<file path="src/common/dcr_consts.svh">
`ifndef DCR_CONSTS_SVH
`define DCR_CONSTS_SVH

// byte addresses of the control word, first holds bits 31:24
`define DCR_ADDR_FIRST 8'h1D
`define DCR_ADDR_LAST 8'h20

// reset value: vco high gain and pll bypass set, all else clear
`define DCR_RESET 32'h0060_0000

// field positions
`define DCR_BIT_COMP_PD 28
`define DCR_BIT_HALT 27
`define DCR_BIT_QDAC_PD 26
`define DCR_BIT_DAC_PD 25
`define DCR_BIT_DIG_PD 24
`define DCR_BIT_VCO_GAIN 22
`define DCR_BIT_PLL_BYPASS 21
`define DCR_MULT_HI 20
`define DCR_MULT_LO 16
`define DCR_BIT_CLR_ACC1 15
`define DCR_BIT_CLR_ACC 14
`define DCR_BIT_TRIANGLE 13
`define DCR_BIT_QDAC_SRC 12
`define DCR_MODE_HI 11
`define DCR_MODE_LO 9
`define DCR_BIT_INT_UPD 8
`define DCR_BIT_ISINC_BYP 6
`define DCR_BIT_OSK_EN 5
`define DCR_BIT_OSK_INT 4
`define DCR_BIT_LSB_FIRST 1
`define DCR_BIT_SDO_EN 0

`endif

</file>
<file path="src/common/dcr_pkg.sv">
package dcr_pkg;

    typedef enum logic [2:0]
    {
        DCR_MODE_SINGLE = 3'h0,
        DCR_MODE_FSK = 3'h1,
        DCR_MODE_RAMP_FSK = 3'h2,
        DCR_MODE_CHIRP = 3'h3,
        DCR_MODE_BPSK = 3'h4
    } dcr_mode_t;

    // decoded control outputs toward datapath and analog section
    typedef struct packed
    {
        logic comp_pd;
        logic q_dac_pd;
        logic iq_dac_pd;
        logic dig_clk_stop;
        logic vco_high_gain;
        logic pll_bypass;
        logic [4:0] pll_mult;
        logic acc_hold;
        logic sweep_triangle;
        logic qdac_from_reg;
        logic [2:0] mode;
        logic int_update;
        logic isinc_bypass;
        logic osk_en;
        logic osk_internal;
        logic lsb_first;
        logic sdo_en;
    } dcr_dec_t;

    // serial byte access from the port controller
    typedef struct packed
    {
        logic wr_en;
        logic [7:0] addr;
        logic [7:0] wdata;
    } dcr_wr_t;

endpackage

</file>
<file path="src/rtl/dcr_update_pin.sv">
`timescale 1ns/1ps
module dcr_update_pin
(
    // clock and reset
    input wire logic mclk_in,
    input wire logic rst_in,
    // direction and internal source
    input wire logic int_mode_in,
    input wire logic int_pulse_in,
    // update pin
    input wire logic pin_in,
    output logic pin_out,
    output logic pin_oe_out,
    // one-cycle transfer request
    output logic upd_out
);
    logic pin_prev_reg;
    logic pin_prev_next;
    logic upd_next;
    logic pin_out_next;
    logic pin_oe_next;

    always_comb
    begin
        pin_prev_next = pin_in;
        pin_oe_next = int_mode_in;
        pin_out_next = int_mode_in & int_pulse_in;
        if (int_mode_in)
        begin
            upd_next = int_pulse_in;
        end
        else
        begin
            upd_next = pin_in & ~pin_prev_reg;
        end
    end

    always_ff @(posedge mclk_in or posedge rst_in)
    begin
        if (rst_in)
        begin
            pin_prev_reg <= 1'b0;
            upd_out <= 1'b0;
            pin_out <= 1'b0;
            pin_oe_out <= 1'b0;
        end
        else
        begin
            pin_prev_reg <= pin_prev_next;
            upd_out <= upd_next;
            pin_out <= pin_out_next;
            pin_oe_out <= pin_oe_next;
        end
    end
endmodule

</file>
<file path="src/rtl/dcr_sdo_route.sv">
`timescale 1ns/1ps
module dcr_sdo_route
(
    // clock and reset
    input wire logic mclk_in,
    input wire logic rst_in,
    // configuration and read data
    input wire logic sdo_en_in,
    input wire logic drive_in,
    input wire logic bit_in,
    // bidirectional data pin
    output logic sdio_out,
    output logic sdio_oe_out,
    // separate output pin
    output logic sdo_out,
    output logic sdo_oe_out
);
    logic sdio_out_next;
    logic sdio_oe_next;
    logic sdo_out_next;
    logic sdo_oe_next;

    always_comb
    begin
        sdio_out_next = bit_in;
        sdo_out_next = bit_in;
        sdio_oe_next = drive_in & ~sdo_en_in;
        sdo_oe_next = drive_in & sdo_en_in;
    end

    always_ff @(posedge mclk_in or posedge rst_in)
    begin
        if (rst_in)
        begin
            sdio_out <= 1'b0;
            sdio_oe_out <= 1'b0;
            sdo_out <= 1'b0;
            sdo_oe_out <= 1'b0;
        end
        else
        begin
            sdio_out <= sdio_out_next;
            sdio_oe_out <= sdio_oe_next;
            sdo_out <= sdo_out_next;
            sdo_oe_out <= sdo_oe_next;
        end
    end
endmodule

</file>
<file path="src/rtl/dcr_control_register.sv">
// Operation
// - bit 1 set selects lsb first, resets zero
// - 32-bit word at bytes 1D..20, top unused
// - bit 28 powers down comparator
// - bit 27 halts from the update that transfers it until reset
// - bit 26 powers down quadrature dac
// - bit 25 powers down both dacs, reference
// - bit 24 stops digital clocks, pll runs
// - bit 22 vco gain, resets one
// - bit 21 bypasses pll, resets one
// - bits 20:16 set pll multiplier
// - bit 15 one-shot accumulator 1 clear
// - bit 14 holds both accumulators zero
// - bit 13 triangle sweep, ramped fsk
// - bit 12 feeds q dac from register
// - bits 11:9 select operating mode
// - bit 8 makes update pin output
// - bit 6 bypasses, stops inverse sinc filter
// - bit 5 enables output amplitude ramping
// - bit 4 selects internal keying factor
// - bit 0 enables separate data output
// - port configuration applies at each update
// - output disabled keeps data on bidirectional
`timescale 1ns/1ps
`include "dcr_consts.svh"
module dcr_control_register
(
    // clock and reset
    input wire logic mclk_in,
    input wire logic rst_in,
    // byte writes from the serial port controller
    input wire dcr_pkg::dcr_wr_t wr_in,
    // byte reads
    input wire logic [7:0] rd_addr_in,
    output logic [7:0] rdata_out,
    // register update strobe pin and internal source
    input wire logic register_update_strobe_in,
    output logic register_update_strobe_out,
    output logic register_update_strobe_oe_out,
    input wire logic int_update_in,
    // serial read data routing
    input wire logic read_drive_in,
    input wire logic read_bit_in,
    output logic sdio_out,
    output logic sdio_oe_out,
    output logic serial_data_output_out,
    output logic serial_data_output_oe_out,
    // decoded control
    output dcr_pkg::dcr_dec_t dec_out,
    output logic acc1_clear_out,
    output logic halted_out
);
    import dcr_pkg::*;

    logic [31:0] buf_reg;
    logic [31:0] buf_next;
    logic [31:0] act_reg;
    logic [31:0] act_next;
    logic halted_next;
    logic acc1_clear_next;
    logic [7:0] rdata_next;
    dcr_dec_t dec_next;
    logic upd;
    logic [7:0] wr_idx;
    logic [7:0] rd_idx;
    logic wr_hit;
    logic rd_hit;

    // ------------------------------------------------------------
    // pin helpers
    // ------------------------------------------------------------
    dcr_update_pin u_upd
    (
        .mclk_in(mclk_in),
        .rst_in(rst_in),
        .int_mode_in(act_reg[`DCR_BIT_INT_UPD]),
        .int_pulse_in(int_update_in),
        .pin_in(register_update_strobe_in),
        .pin_out(register_update_strobe_out),
        .pin_oe_out(register_update_strobe_oe_out),
        .upd_out(upd)
    );

    dcr_sdo_route u_sdo
    (
        .mclk_in(mclk_in),
        .rst_in(rst_in),
        .sdo_en_in(act_reg[`DCR_BIT_SDO_EN]),
        .drive_in(read_drive_in),
        .bit_in(read_bit_in),
        .sdio_out(sdio_out),
        .sdio_oe_out(sdio_oe_out),
        .sdo_out(serial_data_output_out),
        .sdo_oe_out(serial_data_output_oe_out)
    );

    // ------------------------------------------------------------
    // buffer, active word and one-shot
    // ------------------------------------------------------------
    assign wr_idx = wr_in.addr - `DCR_ADDR_FIRST;
    assign rd_idx = rd_addr_in - `DCR_ADDR_FIRST;
    assign wr_hit = wr_in.wr_en && wr_in.addr >= `DCR_ADDR_FIRST
        && wr_in.addr <= `DCR_ADDR_LAST;
    assign rd_hit = rd_addr_in >= `DCR_ADDR_FIRST
        && rd_addr_in <= `DCR_ADDR_LAST;

    always_comb
    begin
        buf_next = buf_reg;
        act_next = act_reg;
        halted_next = halted_out;
        acc1_clear_next = 1'b0;
        // first byte address carries the top byte
        if (wr_hit && !halted_out)
        begin
            if (wr_idx == 8'h00)
            begin
                buf_next[31:24] = wr_in.wdata;
            end
            else if (wr_idx == 8'h01)
            begin
                buf_next[23:16] = wr_in.wdata;
            end
            else if (wr_idx == 8'h02)
            begin
                buf_next[15:8] = wr_in.wdata;
            end
            else
            begin
                buf_next[7:0] = wr_in.wdata;
            end
        end
        // transfer on update; port bits take effect only at the update, like the rest
        if (upd && !halted_out)
        begin
            act_next = buf_next;
            act_next[31:29] = 3'h0;
            if (buf_next[`DCR_BIT_CLR_ACC1])
            begin
                acc1_clear_next = 1'b1;
                act_next[`DCR_BIT_CLR_ACC1] = 1'b0;
                buf_next[`DCR_BIT_CLR_ACC1] = 1'b0;
            end
            halted_next = buf_next[`DCR_BIT_HALT];
        end
    end

    // ------------------------------------------------------------
    // decode and readback
    // ------------------------------------------------------------
    always_comb
    begin
        dec_next.comp_pd = act_next[`DCR_BIT_COMP_PD];
        dec_next.q_dac_pd = act_next[`DCR_BIT_QDAC_PD]
            | act_next[`DCR_BIT_DAC_PD];
        dec_next.iq_dac_pd = act_next[`DCR_BIT_DAC_PD];
        dec_next.dig_clk_stop = act_next[`DCR_BIT_DIG_PD];
        dec_next.vco_high_gain = act_next[`DCR_BIT_VCO_GAIN];
        dec_next.pll_bypass = act_next[`DCR_BIT_PLL_BYPASS];
        dec_next.pll_mult = act_next[`DCR_MULT_HI:`DCR_MULT_LO];
        dec_next.acc_hold = act_next[`DCR_BIT_CLR_ACC];
        dec_next.sweep_triangle = act_next[`DCR_BIT_TRIANGLE];
        dec_next.qdac_from_reg = act_next[`DCR_BIT_QDAC_SRC];
        dec_next.mode = act_next[`DCR_MODE_HI:`DCR_MODE_LO];
        dec_next.int_update = act_next[`DCR_BIT_INT_UPD];
        dec_next.isinc_bypass = act_next[`DCR_BIT_ISINC_BYP];
        dec_next.osk_en = act_next[`DCR_BIT_OSK_EN];
        dec_next.osk_internal = act_next[`DCR_BIT_OSK_INT];
        dec_next.lsb_first = act_next[`DCR_BIT_LSB_FIRST];
        dec_next.sdo_en = act_next[`DCR_BIT_SDO_EN];
        rdata_next = 8'h00;
        if (rd_hit)
        begin
            if (rd_idx == 8'h00)
            begin
                rdata_next = act_reg[31:24];
            end
            else if (rd_idx == 8'h01)
            begin
                rdata_next = act_reg[23:16];
            end
            else if (rd_idx == 8'h02)
            begin
                rdata_next = act_reg[15:8];
            end
            else
            begin
                rdata_next = act_reg[7:0];
            end
        end
    end

    always_ff @(posedge mclk_in or posedge rst_in)
    begin
        if (rst_in)
        begin
            buf_reg <= `DCR_RESET;
            act_reg <= `DCR_RESET;
            halted_out <= 1'b0;
            acc1_clear_out <= 1'b0;
            rdata_out <= 8'h00;
            dec_out <= dcr_dec_t'(23'h06_0000);
        end
        else
        begin
            buf_reg <= buf_next;
            act_reg <= act_next;
            halted_out <= halted_next;
            acc1_clear_out <= acc1_clear_next;
            rdata_out <= rdata_next;
            dec_out <= dec_next;
        end
    end
endmodule

</file>
<file path="config.mk">
export PLATFORM = sky130hd
export DESIGN_NAME = dcr_control_register
export DESIGN_NICKNAME = d
export VERILOG_FILES = /design/src/common/dcr_pkg.sv /design/src/rtl/dcr_update_pin.sv /design/src/rtl/dcr_sdo_route.sv /design/src/rtl/dcr_control_register.sv
export VERILOG_INCLUDE_DIRS = /design/src /design/src/common
export SDC_FILE = /design/constraint.sdc
export NUM_CORES = 1
export LEC_CHECK = 0
export BUFFER_PORTS_ARGS = -buffer_cell sky130_fd_sc_hd__buf_4
export CAP_MARGIN = 20
export CORE_MARGIN = 8
export CORE_UTILIZATION = 32
export CTS_BUF_LIST = sky130_fd_sc_hd__clkbuf_4 sky130_fd_sc_hd__clkbuf_8
export DETAILED_ROUTE_END_ITERATION = 10
export PLACE_DENSITY = 0.54
export SYNTH_ARGS = -nofsm -noshare
export SYNTH_HDL_FRONTEND = slang
export SYNTH_SLANG_ARGS = --single-unit
</file>
<file path="constraint.sdc">
create_clock -name mclk_in -period 4.92 [get_ports mclk_in]
set_input_delay 0.492 -clock mclk_in [delete_from_list [all_inputs] [get_ports mclk_in]]
set_output_delay 0.492 -clock mclk_in [all_outputs]
set_load 0.02 [all_outputs]
</file>
* Word-level counts from Yosys, hierarchy flattened
Cells that the tools add are included.
** Operators by class
- $add $sub $neg :: 2
- Multiply operators :: 0
- Divide/modulo/power cells :: 0
- Magnitude comparators :: 4
- Equality and inequality tests :: 4
- Shift-type cells :: 0
- Muxes and demuxes :: 16
- Bitwise logic cells :: 7
- Reduce and logical (&&, ||, !) cells :: 8
** Operators with widths (number)
- $mux 29 :: 2
- $mux 8 :: 7
- $mux 24 :: 1
- $eq 8x1->1 const B :: 2
- $eq 8x2->1 const B :: 2
- $ge 8x5->1 const B :: 2
- $le 8x6->1 const B :: 2
- $logic_not 8->1 :: 2
- $mux 16 :: 1
- $sub 8x5->8 const B :: 2
- $logic_and 1x1->1 :: 5
- $mux 5 :: 1
- $and 1x1->1 :: 4
- $mux 1 :: 4
- $not 1->1 :: 2
- $logic_not 1->1 :: 1
- $or 1x1->1 :: 1
** Storage, ports and cells
- Register bits :: 97
- Bits in latches :: 0
- Memory bits (writable) :: 0
- ROM bits :: 0
- Bits of input ports :: 31
- Output and inout port bits :: 39
- Logic and storage cells :: 71
- Memories kept :: 0

* Logic depth before layout (Yosys ltp)
- Depth in word-level cells :: 8
- Mapped depth :: 5
- Gate-level depth less buffers :: 4

* Hierarchy
A second synthesis with hierarchy kept.
** Second synthesis, totals
- Cell total of the unflattened synthesis :: 238
- Area total of the unflattened synthesis :: 3273.1 um^2
** By module, submodules not included
- dcr_control_register :: instances 1, cells each 223, area an instance 3044.2 um^2, sequential area each 1681.6 um^2
- dcr_update_pin :: instances 1, cells each 8, area an instance 126.4 um^2, sequential area each 100.1 um^2
- dcr_sdo_route :: instances 1, cells each 7, area an instance 102.6 um^2, sequential area each 75.1 um^2

* Least setup slack after synthesis
Ideal clock, no wire load.
- Path type :: register to register
- Start :: register halted_out
- End :: register act_reg[20]
- Setup time :: 0.125 ns
- Arrival time :: 1.857 ns
- Data required time :: 4.795 ns
- Setup slack :: 2.938 ns
- Stages on the path, launching flop included :: 6
- Buffers on the path :: 1
- Period minus slack after synthesis :: 1.982 ns
- Cells stage by stage :: dfrtp_1 > nor4b_4 > and4b_1 > buf_2 > mux2_1 > mux2_2
** On the way
- Cells in the longest elaborated chain, start to end :: 4
- Elaborated cells between the ends (all ways) :: 5
- Classes of those cells :: mux: 2; reduce/logical: 3
** Ends and longest elaborated chain
- start: declaration :: line dcr_control_register.sv:51 : output logic halted_out
- start signal: assignment :: line dcr_control_register.sv:208 : halted_out <= halted_next;
- $logic_not 1->1 :: line dcr_control_register.sv:114 : if (wr_hit && !halted_out)
- $logic_and 1x1->1 :: line dcr_control_register.sv:114
- $mux 29 :: line dcr_control_register.sv:114
- net buf_next[20] :: line dcr_control_register.sv:56 : logic [31:0] buf_next;
- $mux 29 :: line dcr_control_register.sv:134 : if (upd && !halted_out)
- end signal: assignment :: line dcr_control_register.sv:198 : act_reg <= `DCR_RESET;
- end signal: assignment :: line dcr_control_register.sv:207 : act_reg <= act_next;
- end: declaration :: line dcr_control_register.sv:57 : logic [31:0] act_reg;
The timed path passes the listed nets, and every way through them passes these cells.
A chain may end at the register's enable or synchronous reset.

* Final worst setup path
- Start :: register halted_out
- End :: register dec_out[14] (netlist bit)
** On the way
- Cells in the longest elaborated chain, start to end :: 4
- Elaborated cells between the ends (all ways) :: 5
- Classes of those cells :: mux: 2; reduce/logical: 3
** Ends and longest elaborated chain
- $logic_not 1->1 :: line dcr_control_register.sv:114
- $logic_and 1x1->1 :: line dcr_control_register.sv:114
- $mux 29 :: line dcr_control_register.sv:114
- net buf_next[18] :: line dcr_control_register.sv:56
- $mux 29 :: line dcr_control_register.sv:134
- end signal: assignment :: line dcr_control_register.sv:202 : dec_out <= dcr_dec_t'(23'h06_0000);
- end signal: assignment :: line dcr_control_register.sv:211 : dec_out <= dec_next;
- end: declaration :: line dcr_control_register.sv:49 : output dcr_pkg::dcr_dec_t dec_out,
The timed path passes the listed nets, and every way through them passes these cells.

==> results.md <==
* Status: complete, no violations
* Core area at approximately 9800 um2
* Max reg flops at 29
* DRC at 0
* Slowest-stage cell, CP: and4b_1
* ANT cells at 0
* Number of CTS-inserted buffers at 9
* HPWL after DPL at 5150 um
* Total gr overflow at 0
* Fin. Hold Viols at 0
* First-pass GRT wire length at between 10000 and 15000 um
* Die area at 13600 um2
* Vias in the first global route at 2070
* Skew final at roughly 0.010 ns
* Setup bufs post-CTS at 0
* Crit Path Max Fanout at 8
* Cell row count at 36
* Clk sink count at between 70 and 80
* DR vias/cell at between 4 and 5
* Reg2Reg Depth at 4
* Cell Area, Synth at roughly 3200 um2
* PD cells at ~360 nW/um2
* Final setup violation count at 0
* Non-Filler Instances at 424
* RR Startpoint: halted_out
* Initial Util at about a third
* Multi-input combinational cell area at 1180 um2
* Die H at approximately 120 um
* Crit path capture: dec_out[14]
* RSZ-0062 raised after global routing: false
* Slew Limit Fails at 0
* Required @ worst endpoint at roughly 5.1 ns
* Synthesis Warnings at 0
* Final Cycle Share at a little under half
* H-tree levels at 3
* IO Pins at 70
* Post-Place Cells at just over 400
* Hold Crit Class: input pin to asynchronous set/reset pin
* Crit Path Category: register to register
* Starting DRT DRC Count at 70
* Root Driver: clkbuf_8
* Library cells used by synthesis at roughly 40
* Antenna viol nets, final at 0
* Setup crit start: halted_out
* Share of cells above drive strength 1 at 50.9%
* Clk buf depth at 2
* Worst-path clk slew at around 0.08 ns
* Worst EP arrival at about 2.5 ns
* Worst-Margin Slew at between 0.6 and 0.7 ns
* Crit path max-delay family: simple AND/OR/NAND/NOR gates
* CP Cell Sequence: nor4b_4, and4b_1, mux2_1, mux2_2
* WP buf/inv at 0
* Synthesized area per cell at roughly 14 um2
* Worst path max stage delay at roughly 0.60 ns
* Max Cap Viol at 0
* Design area at a little under 4000 um2
* Worst reg2reg path endpoint: dec_out[14]
* GP Congestion at slightly above 0.7
* Skew-Pair Late Insertion Delay at about 0.34 ns
* CP endpoint kind: register
* Fmax at between 400 and 500 MHz
* DR pass1 iterations at 5
* CP Launch Type: register
* CTS resizes at 0
* Worst vdd ir at 0.132 mV
* Pin count of the biggest net entering global routing at 45
* Die W at around 120 um
* Via count at around 2000
* Slew headroom at between 50% and 60%
* I/O Buffers at just under 70
* Seq. cell area at 1860 um2
* Filler cell count at approximately 990
* Final net count at between 300 and 400
* WHS at about 0.24 ns
* FF-to-FF setup slack at roughly 2.7 ns
* Detailed Route WL at around 7400 um
* Sequential area share after synthesis at a little under three fifths
* Leak Pwr at around 2 nW
* Yosys reg bits at 74
* Final setup TNS at 0 ns
* Worst path depth at 4
* CTS tree: yes
* Antenna violations before repair at 0
* Layout area overhead at 22.0%
* Gr usage total at between 10% and 20%
* Hold Buf Count CTS at 0
* Syn Nets at between 200 and 300
* Tmin final at roughly 2.2 ns
* DR WL/cell at between 15 and 20 um
* Placed Area at 3740 um2
* Cells after synthesis at around 230
-- stage by stage --
step           power (mW)  utilization [%]  setup slack [ns]
2_1_floorplan       0.831                -              2.55
3_3_place_gp        0.900             38.1              2.59
3_5_place_dp        0.903             38.1              2.56
4_1_cts              1.44             40.4              2.64
5_1_grt              1.48             40.4              2.53
6_report             1.42             40.4              2.67
-- cells in the final DEF, fill, tap and decap left out, types with 2 or more instances in the layout --
master,count
clkbuf_8,10
nor3_1,2
a2bb2oi_1,2
nor3b_1,2
buf_4,71
o21ai_0,6
mux2_1,13
a211oi_2,5
bufinv_16,2
nor2b_1,2
mux2i_1,8
nor2_1,11
dfstp_2,4
and2_1,2
dfrtp_1,70
nand2_1,6
and4b_1,3
clkinv_2,2
mux2_2,43
nand2b_1,4
-- cell usage after synthesis --
library cell | number | share of area, %
nand4bb_1 | 1 | 0.35
nor4bb_1 | 1 | 0.31
nand4b_2 | 1 | 0.46
a211o_4 | 1 | 0.54
buf_6 | 1 | 0.35
clkbuf_1 | 1 | 0.12
and2_1 | 2 | 0.38
nand4_2 | 1 | 0.38
a211oi_2 | 5 | 1.9
nand3b_1 | 1 | 0.23
mux2_2 | 43 | 15
o21ai_0 | 6 | 0.92
nor4b_4 | 1 | 0.73
inv_1 | 1 | 0.12
mux2_1 | 13 | 4.5
nor3b_1 | 2 | 0.46
o21ai_1 | 1 | 0.15
mux2i_1 | 8 | 2.5
dfstp_2 | 4 | 3.2
buf_1 | 2 | 0.23
nand4b_1 | 1 | 0.27
nor2_1 | 11 | 1.3
dfrtp_1 | 70 | 54
a21o_1 | 1 | 0.23
or3_1 | 1 | 0.19
or2_2 | 1 | 0.19
a31oi_1 | 1 | 0.19
nor3_1 | 2 | 0.31
nand4_1 | 1 | 0.19
or4_4 | 1 | 0.35
buf_4 | 23 | 5.3
a2bb2oi_1 | 2 | 0.54
nor4_1 | 1 | 0.19
nand3_1 | 1 | 0.15
nand2_1 | 6 | 0.69
or2_4 | 1 | 0.27
o31ai_1 | 1 | 0.23
buf_2 | 3 | 0.46
and4b_1 | 3 | 0.92
nor2b_1 | 3 | 0.58
nand2b_1 | 4 | 0.77
-- worst min-delay path by stage --
| stage | end | depth (start not counted) | from | slack (ns) |
|---|---|---|---|---|
| 5_1_grt | u_sdo.sdio_out | 1 | read_bit_in | 0.23 |
| 3_3_place_gp | buf_reg[18] | 1 | buf_reg[18] | 0.46 |
| 4_1_cts | u_sdo.sdio_out | 1 | read_bit_in | 0.23 |
| 6_report | u_sdo.sdio_out | 2 | rst_in | 0.24 |
| 2_1_floorplan | u_upd.pin_oe_out | 0 | act_reg[8] | 0.42 |
| 3_5_place_dp | buf_reg[24] | 1 | buf_reg[24] | 0.47 |
-- metal layers --
layer  up-vias  global-route usage (%)  wire length (um)  part of all wire (%)
met5         -                       0                 0                     0
met4         0                    5.12               123                   1.7
met3         8                    3.39               502                   6.8
met2        44                    17.4              3430                    47
met1       989                    14.4              3310                    45
li1        913                       -                 -                     -
-- layout make-up --
type,instances,area share (%)
clock inverters,5,1.99
multi-input cells,129,29.8
repair buffers,71,13.4
inverters,1,0.0947
flip-flops and latches,74,46.8
well taps,133,4.20
clock buffers,11,3.66
-- where the power goes --
| part | switching (mW) | total [mW] | internal, mW |
|---|---|---|---|
| sequential | 0.0293 | 0.679 | 0.650 |
| clock | 0.226 | 0.530 | 0.305 |
| combinational | 0.108 | 0.207 | 0.0986 |
-- logic make-up after synthesis --
group                  after synthesis  synth area share, %
DFF                                 74                 57.1
muxes                               64                 21.9
and+or+nand+nor                     47                 9.66
buffers and inverters               31                 6.58
AOI/OAI and AO/OA                   18                 4.74
No activity file was read; power rests on OpenSTA's default activity.
